--- config.mk ---
export PLATFORM = sky130hd
export DESIGN_NAME = tcr_test_config
export DESIGN_NICKNAME = d
export VERILOG_FILES = /design/src/logic/tcr_test_config.v /design/src/logic/tcr_shutdown_latch.v
export VERILOG_INCLUDE_DIRS = /design/src /design/src/logic
export SDC_FILE = /design/constraint.sdc
export NUM_CORES = 1
export LEC_CHECK = 0
export ABC_AREA = 1
export BUFFER_PORTS_ARGS = -buffer_cell sky130_fd_sc_hd__buf_2
export CORE_ASPECT_RATIO = 1.4
export CORE_UTILIZATION = 25
export CTS_BUF_LIST = sky130_fd_sc_hd__clkbuf_4
export DETAILED_ROUTE_END_ITERATION = 8
export PLACE_DENSITY_LB_ADDON = 0.1
export SLEW_MARGIN = 10
export SYNTH_ARGS = -nofsm -noshare
export SYNTH_HDL_FRONTEND = slang
export SYNTH_HIERARCHICAL = 1
export SYNTH_SLANG_ARGS = --single-unit
--- constraint.sdc ---
create_clock -name clock -period 1.8 [get_ports clock]
set_input_delay 0.18 -clock clock [delete_from_list [all_inputs] [get_ports clock]]
set_output_delay 0.18 -clock clock [all_outputs]
set_load 0.02 [all_outputs]
--- src/logic/tcr_consts.vh ---
// Functional notes
// - Bits 15:12 read zero; reserved bits 15:12, 5, 3, 1 written zero.
// - Bit 7 set blocks timeout counter reset on valid packets.
// - Bit 6 set makes supply power-on-reset trip enter shutdown.
// - Bit 6 latches; always reads zero; latch clears at shutdown.
// - Bit 4 routes balance enables to squeeze resistors, not balancing.
// - Bit 2 enables negative pump monitor; zero measures monitor ground.
// - Bit 0 enables module voltage monitor; zero measures its ground.
// - Balance enable bit n drives squeeze resistor of channel n+1.
`ifndef TCR_CONSTS_VH
`define TCR_CONSTS_VH
`define TCR_IDX_TEST_CONFIG 8'h1E
`define TCR_ADDR_TEST_CONFIG 8'h78
`define TCR_ADDR_BAL_ENABLE 8'h50
`define TCR_ADDR_STATUS 8'h80
`define TCR_RESET_VALUE 16'h0000
`define TCR_WRITE_MASK 16'h0FD5
`define TCR_READ_MASK 16'h0F95
`define TCR_BIT_CNT_INHIBIT 7
`define TCR_BIT_POR_SHDN 6
`define TCR_BIT_SQUEEZE 4
`define TCR_BIT_PUMP_MON 2
`define TCR_BIT_MODULE_MON 0
`define TCR_RESP_OKAY 2'b00
`define TCR_RESP_SLVERR 2'b10
`endif

--- src/logic/tcr_test_config.v ---
`timescale 1ns/100ps
`default_nettype none
`include "tcr_consts.vh"
module tcr_test_config (
    input wire clock,
    input wire rst_n,
    input wire [7:0] s_axi_awaddr,
    input wire s_axi_awvalid,
    output reg s_axi_awready,
    input wire [31:0] s_axi_wdata,
    input wire [3:0] s_axi_wstrb,
    input wire s_axi_wvalid,
    output reg s_axi_wready,
    output reg [1:0] s_axi_bresp,
    output reg s_axi_bvalid,
    input wire s_axi_bready,
    input wire [7:0] s_axi_araddr,
    input wire s_axi_arvalid,
    output reg s_axi_arready,
    output reg [31:0] s_axi_rdata,
    output reg [1:0] s_axi_rresp,
    output reg s_axi_rvalid,
    input wire s_axi_rready,
    input wire valid_packet,
    input wire por_trip,
    input wire shutdown_entered,
    output reg timeout_counter_reset,
    output reg shutdown_request,
    output reg [3:0] regulator_test_select,
    output reg [15:0] balance_outputs,
    output reg [15:0] squeeze_outputs,
    output reg negative_pump_monitor_enable,
    output reg module_voltage_monitor_enable
);
    reg [15:0] cfg_q;
    reg [15:0] bal_q;
    reg aw_q;
    reg w_q;
    reg [7:0] awaddr_q;
    reg [31:0] wdata_q;
    reg [3:0] wstrb_q;
    wire armed;
    wire do_write;
    wire [7:0] wa;
    wire [31:0] wd;
    wire [3:0] ws;
    wire arm;

    function [15:0] merge;
        input [15:0] old;
        input [31:0] data;
        input [3:0] strb;
        begin
            merge = old;
            if (strb[0]) begin
                merge[7:0] = data[7:0];
            end
            if (strb[1]) begin
                merge[15:8] = data[15:8];
            end
        end
    endfunction

    assign wa = aw_q ? awaddr_q : s_axi_awaddr;
    assign wd = w_q ? wdata_q : s_axi_wdata;
    assign ws = w_q ? wstrb_q : s_axi_wstrb;
    assign do_write = (aw_q | s_axi_awvalid) & (w_q | s_axi_wvalid)
        & ~s_axi_bvalid;
    assign arm = do_write & (wa == `TCR_ADDR_TEST_CONFIG) & ws[0]
        & wd[`TCR_BIT_POR_SHDN];

    tcr_shutdown_latch u_latch (
        .clock(clock),
        .rst_n(rst_n),
        .arm(arm),
        .shutdown_entered(shutdown_entered),
        .armed_q(armed)
    );

    // Write channel: address and data taken in either order
    always @(posedge clock or negedge rst_n) begin
        if (!rst_n) begin
            aw_q <= 1'b0;
            w_q <= 1'b0;
            awaddr_q <= 8'h00;
            wdata_q <= 32'h0000_0000;
            wstrb_q <= 4'h0;
            s_axi_awready <= 1'b0;
            s_axi_wready <= 1'b0;
            s_axi_bvalid <= 1'b0;
            s_axi_bresp <= 2'b00;
            cfg_q <= `TCR_RESET_VALUE;
            bal_q <= 16'h0000;
        end else begin
            s_axi_awready <= ~aw_q & ~s_axi_awready & ~s_axi_bvalid;
            s_axi_wready <= ~w_q & ~s_axi_wready & ~s_axi_bvalid;
            if (s_axi_awvalid & s_axi_awready) begin
                aw_q <= 1'b1;
                awaddr_q <= s_axi_awaddr;
            end
            if (s_axi_wvalid & s_axi_wready) begin
                w_q <= 1'b1;
                wdata_q <= s_axi_wdata;
                wstrb_q <= s_axi_wstrb;
            end
            if (aw_q & w_q & ~s_axi_bvalid) begin
                aw_q <= 1'b0;
                w_q <= 1'b0;
                s_axi_bvalid <= 1'b1;
                s_axi_bresp <= `TCR_RESP_OKAY;
                if (awaddr_q == `TCR_ADDR_TEST_CONFIG) begin
                    cfg_q <= merge(cfg_q, wdata_q, wstrb_q)
                        & `TCR_WRITE_MASK;
                end else if (awaddr_q == `TCR_ADDR_BAL_ENABLE) begin
                    bal_q <= merge(bal_q, wdata_q, wstrb_q);
                end else begin
                    s_axi_bresp <= `TCR_RESP_SLVERR;
                end
            end
            if (s_axi_bvalid & s_axi_bready) begin
                s_axi_bvalid <= 1'b0;
            end
        end
    end

    // Read channel
    always @(posedge clock or negedge rst_n) begin
        if (!rst_n) begin
            s_axi_arready <= 1'b0;
            s_axi_rvalid <= 1'b0;
            s_axi_rdata <= 32'h0000_0000;
            s_axi_rresp <= 2'b00;
        end else begin
            s_axi_arready <= ~s_axi_arready & ~s_axi_rvalid;
            if (s_axi_arvalid & s_axi_arready) begin
                s_axi_rvalid <= 1'b1;
                s_axi_rresp <= `TCR_RESP_OKAY;
                s_axi_rdata <= 32'h0000_0000;
                if (s_axi_araddr == `TCR_ADDR_TEST_CONFIG) begin
                    // Bit 6 always reads zero
                    s_axi_rdata <= {16'h0000,
                        cfg_q & `TCR_READ_MASK};
                end else if (s_axi_araddr == `TCR_ADDR_BAL_ENABLE) begin
                    s_axi_rdata <= {16'h0000, bal_q};
                end else if (s_axi_araddr == `TCR_ADDR_STATUS) begin
                    s_axi_rdata <= {31'h0, armed};
                end else begin
                    s_axi_rresp <= `TCR_RESP_SLVERR;
                end
            end else if (s_axi_rvalid & s_axi_rready) begin
                s_axi_rvalid <= 1'b0;
            end
        end
    end

    // Control outputs, all registered
    always @(posedge clock or negedge rst_n) begin
        if (!rst_n) begin
            timeout_counter_reset <= 1'b0;
            shutdown_request <= 1'b0;
            regulator_test_select <= 4'h0;
            balance_outputs <= 16'h0000;
            squeeze_outputs <= 16'h0000;
            negative_pump_monitor_enable <= 1'b0;
            module_voltage_monitor_enable <= 1'b0;
        end else begin
            timeout_counter_reset <= valid_packet
                & ~cfg_q[`TCR_BIT_CNT_INHIBIT];
            shutdown_request <= por_trip & armed
                & ~shutdown_entered;
            regulator_test_select <= cfg_q[11:8];
            if (cfg_q[`TCR_BIT_SQUEEZE]) begin
                squeeze_outputs <= bal_q;
                balance_outputs <= 16'h0000;
            end else begin
                squeeze_outputs <= 16'h0000;
                balance_outputs <= bal_q;
            end
            negative_pump_monitor_enable <=
                cfg_q[`TCR_BIT_PUMP_MON];
            module_voltage_monitor_enable <=
                cfg_q[`TCR_BIT_MODULE_MON];
        end
    end
endmodule
`default_nettype wire

--- src/logic/tcr_shutdown_latch.v ---
`timescale 1ns/100ps
`default_nettype none
`include "tcr_consts.vh"
module tcr_shutdown_latch (
    input wire clock,
    input wire rst_n,
    input wire arm,
    input wire shutdown_entered,
    output reg armed_q
);
    always @(posedge clock or negedge rst_n) begin
        if (!rst_n) begin
            armed_q <= 1'b0;
        end else if (arm) begin
            // A fresh arming in the shutdown cycle is kept
            armed_q <= 1'b1;
        end else if (shutdown_entered) begin
            armed_q <= 1'b0;
        end
    end
endmodule
`default_nettype wire

==> reports/qor.tcl <==
set qor(critical-path-top-delay-family) {simple AND/OR/NAND/NOR gates}
set qor(hold_start) {s_axi_arvalid}
set qor(fin_nets) 727
set qor(cts.htree.levels) 4
set qor(static_leakage_power_nw) 3.53
set qor(r2r-start) {awaddr_q[0]$_DFFE_PN0P_}
set qor(crit_chain) {inv_1 > nand2_1 > nor2_4 > and2b_1 > buf_4 > nand4_1 > nand2_1}
set qor(setup.reg_to_reg.worst_slack_ps) 300
set qor(cap_violations) 0
set qor(post_synth_and_or_nand_nor_area_fraction_pct) 24.9
set qor(netlist_instances) 511
set qor(worst_hold_path_type) {primary input to register}
set qor(drt-total-wl_mm) 11.2
set qor(timing.critical_path.slowest_cell_delay_ps) 400
set qor(maxClockFrequency_ghz) 0.666
set qor(netlist.area_leader.share_pct) 61.4
set qor(timing.critical_path.buf_inv) 2
set qor(rsz0062_at_grt) {false}
set qor(detail_route_antenna_nets) 0
set qor(drt_first_pass_iters) 4
set qor(yosysWarningCount) 6
set qor(clkSinkCount) 116
set qor(cell_with_the_biggest_individual_delay_on_the_critical_path) {sky130_fd_sc_hd__dfrtp_1}
set qor(cpMostUsedCell) {sky130_fd_sc_hd__nand2_1}
set qor(critPathKind) {register to register}
set qor(finalCriticalPeriod_ps) 1500
set qor(slew-limit-headroom_pct) 57.9
set qor(timing.final.crit_share_pct) 83.5
set qor(post_synth_fa_ha_maj_area_fraction_pct) 0
set qor(core_footprint_um2) 18500
set qor(synth-async-reset-ratio_pct) 100
set qor(most_common_library_cell_in_the_layout_ignoring_fill_and_taps) {sky130_fd_sc_hd__nand2_1}
set qor(path_clk_slew_ps) 120
set qor(final_cell_mix) {sky130_fd_sc_hd__nand2_1, sky130_fd_sc_hd__dfrtp_1, sky130_fd_sc_hd__buf_2}
set qor(flip_flop_cell_with_the_highest_count_after_synthesis) {sky130_fd_sc_hd__dfrtp_1}
set qor(design.portCount) 143
set qor(synth_area_leaders) {sky130_fd_sc_hd__dfrtp_1, sky130_fd_sc_hd__nand2_1, sky130_fd_sc_hd__inv_1}
set qor(finalClockSkew_ps) 16.2
set qor(worst-path-max-fanout) 8
set qor(post_drt_wl_per_cell_um) 12.1
set qor(worstSetupStartpoint) {awaddr_q[0]$_DFFE_PN0P_}
set qor(grt_antenna_before_repair) 1
set qor(post_route_cells_drive_above_1_share_pct) 23.7
set qor(cts_inserted_buffers) 17
set qor(count_of_flip_flops_with_a_built_in_enable_after_synthesis) 0
set qor(yosysSeqAreaShare_pct) 61.4
set qor(clock_tree.root_cell) {sky130_fd_sc_hd__clkbuf_4}
set qor(combinational_family_with_the_most_area_after_synthesis) {simple AND/OR/NAND/NOR gates}
set qor(cp.required_ps) 2260
set qor(timing.critical_path.from_type) {register}
set qor(cts_tree) {yes}
set qor(worst_setup_path_endpoint) {bal_q[7]$_DFFE_PN0P_}
set qor(remaining_drc_errors) 0
set qor(postSynthAreaPerCell_um2) 9.26
set qor(grt.total_usage_pct) 12.4
set qor(largest_net_degree_at_the_start_of_global_routing) 39
set qor(yosys-mux-area-fraction_pct) 0
set qor(overall_via_count_from_detail_route) 3626
set qor(max_slew.worst_pin.slew_ps) 631
set qor(detailedRoute.firstIterationViolations) 165
set qor(setup_viol) 0
set qor(grt_pass1_wl_mm) 18.3
set qor(grt_remaining_overflow) 0
set qor(synth-xor-area-share_pct) 0
set qor(synth_area_um2) 4730
set qor(critical_path_depth) 7
set qor(crit_path_end_kind) {register}
set qor(dieArea_um2) 19500
set qor(start_util_pct) 25.5
set qor(hpwl_mm) 8.32
set qor(die_y_um) 165
set qor(area_growth_pct) 29.3
set qor(yosys.cell_types.count) 24
set qor(clock_latency_reported_for_the_late_side_of_the_worst_skew_pair_ps) 530
set qor(cts_resized) 0
set qor(p_per_area_nw_per_um2) 1080
set qor(vias_per_cell) 3.93
set qor(port_buffers) 106
set qor(report.power.total_mw) 6.59
set qor(row_count) 59
set qor(critical_path.reg2reg.endpoint) {bal_q[7]$_DFFE_PN0P_}
set qor(arrival_ps) 1960
set qor(synth_compound_gate_area_share_pct) 3.65
set qor(fin_hold_viols) 0
set qor(die_x_um) 118
set qor(drv_slew) 0
set qor(ff2ff_path_depth) 7
set qor(finalWeightedCongestion) 0.744
set qor(total_negative_setup_slack_ps) 0
set qor(synth_area_leader_cell) {sky130_fd_sc_hd__dfrtp_1}
set qor(max-clock-path-buffers) 2
set qor(power.ir.vdd_worst_uv) 419
set qor(postSynthRegisterBits) 116
set qor(first_global_vias) 3596
set qor(run_status) {complete, no violations}
metrics by stage:
| stage | util, % | setup WS [ps] | hold WS, ps | instances | area, µm² |
|---|---|---|---|---|---|
| after floorplan | - | 484 | -116 | 528 | 4790 |
| after global placement | 29.8 | 317 | 190 | 858 | 5520 |
| after detailed placement | 29.8 | 300 | 201 | 858 | 5520 |
| after CTS | 33.0 | 288 | 80.2 | 922 | 6110 |
| after global routing | 33.0 | 171 | 110 | 923 | 6120 |
| final | 33.0 | 298 | 123 | 923 | 6120 |
worst reg2reg max path: cells and delay by family (launching register included):
family	cells	cell delay (ps)
simple gates	5	760
flops	1	400
buf+inv	2	270
synth_stat cells, types with 2 or more instances:
cell type,count
sky130_fd_sc_hd__nor3_1,4
sky130_fd_sc_hd__inv_1,63
sky130_fd_sc_hd__a21boi_0,7
sky130_fd_sc_hd__nand3_4,4
sky130_fd_sc_hd__nor2_8,2
sky130_fd_sc_hd__buf_6,3
sky130_fd_sc_hd__a21oi_1,2
sky130_fd_sc_hd__o21ai_0,22
sky130_fd_sc_hd__nor2_4,2
sky130_fd_sc_hd__buf_4,18
sky130_fd_sc_hd__clkbuf_1,9
sky130_fd_sc_hd__nand2_2,2
sky130_fd_sc_hd__nand2_1,193
sky130_fd_sc_hd__nand4_1,17
sky130_fd_sc_hd__nand3_1,7
sky130_fd_sc_hd__dfrtp_1,116
sky130_fd_sc_hd__nor2_1,32
sky130_fd_sc_hd__nand3_2,2
routing by layer:
metal / GRT usage, % / share of wire (%) / vias to the layer above
met1: 15.2 / 46 / 1671
met5: 0 / 0 / -
met4: 5.42 / 1.8 / 0
met2: 20.3 / 48 / 103
li1: - / - / 1838
met3: 3.49 / 4.1 / 14
cells by family (layout without fill, tap and decap cells):
| kind of cell | after synthesis | after routing |
|---|---|---|
| flops | 116 | 116 |
| other cells | 1 | 19 |
| compound gates | 31 | 31 |
| buf+inv | 97 | 247 |
| simple gates | 266 | 266 |
report_power, final:
group	total (mW)	switching, mW	internal, mW
clock network	1.85	1.03	0.822
registers	3.38	0.337	3.04
logic	1.36	0.882	0.475
total	6.59	2.25	4.34
registers in the layout, indices dropped and copies added, names as in the netlist, 2 cells and up:
register	flops
wdata_q	16
squeeze_outputs	16
regulator_test_select	4
awaddr_q	8
s_axi_rdata	16
balance_outputs	16
cfg_q	8
bal_q	16
wstrb_q	2
worst min-delay path by stage:
stage | end | slack (ps) | cells past startpoint
floorplan | aw_q$_DFFE_PN0P_ | -120 | 0
global placement | balance_outputs[14]$_DFF_PN0_ | 190 | 1
detailed placement | balance_outputs[14]$_DFF_PN0_ | 200 | 1
CTS | s_axi_rvalid$_DFFE_PN0P_ | 80 | 4
global route | s_axi_rvalid$_DFFE_PN0P_ | 110 | 4
finish | s_axi_rvalid$_DFFE_PN0P_ | 120 | 4
timing repair:
item / in CTS / in global routing
buffers inserted: 0 / 0
endpoints found under the hold margin: 89 / 0
hold buffers: 32 / 0
layout make-up:
| cell class | instances | area [µm²] |
|---|---|---|
| Clock buffer | 18 | 135 |
| Tap cell | 244 | 305 |
| Antenna cell | 1 | 2.50 |
| Timing Repair Buffer | 150 | 968 |
| Inverter | 65 | 245 |
| Multi-Input combinational cell | 315 | 1420 |
| Sequential cell | 116 | 2900 |
| Clock inverter | 14 | 139 |
| Fill cell | 1991 | 12400 |
Power figures use the tool's default switching activity.
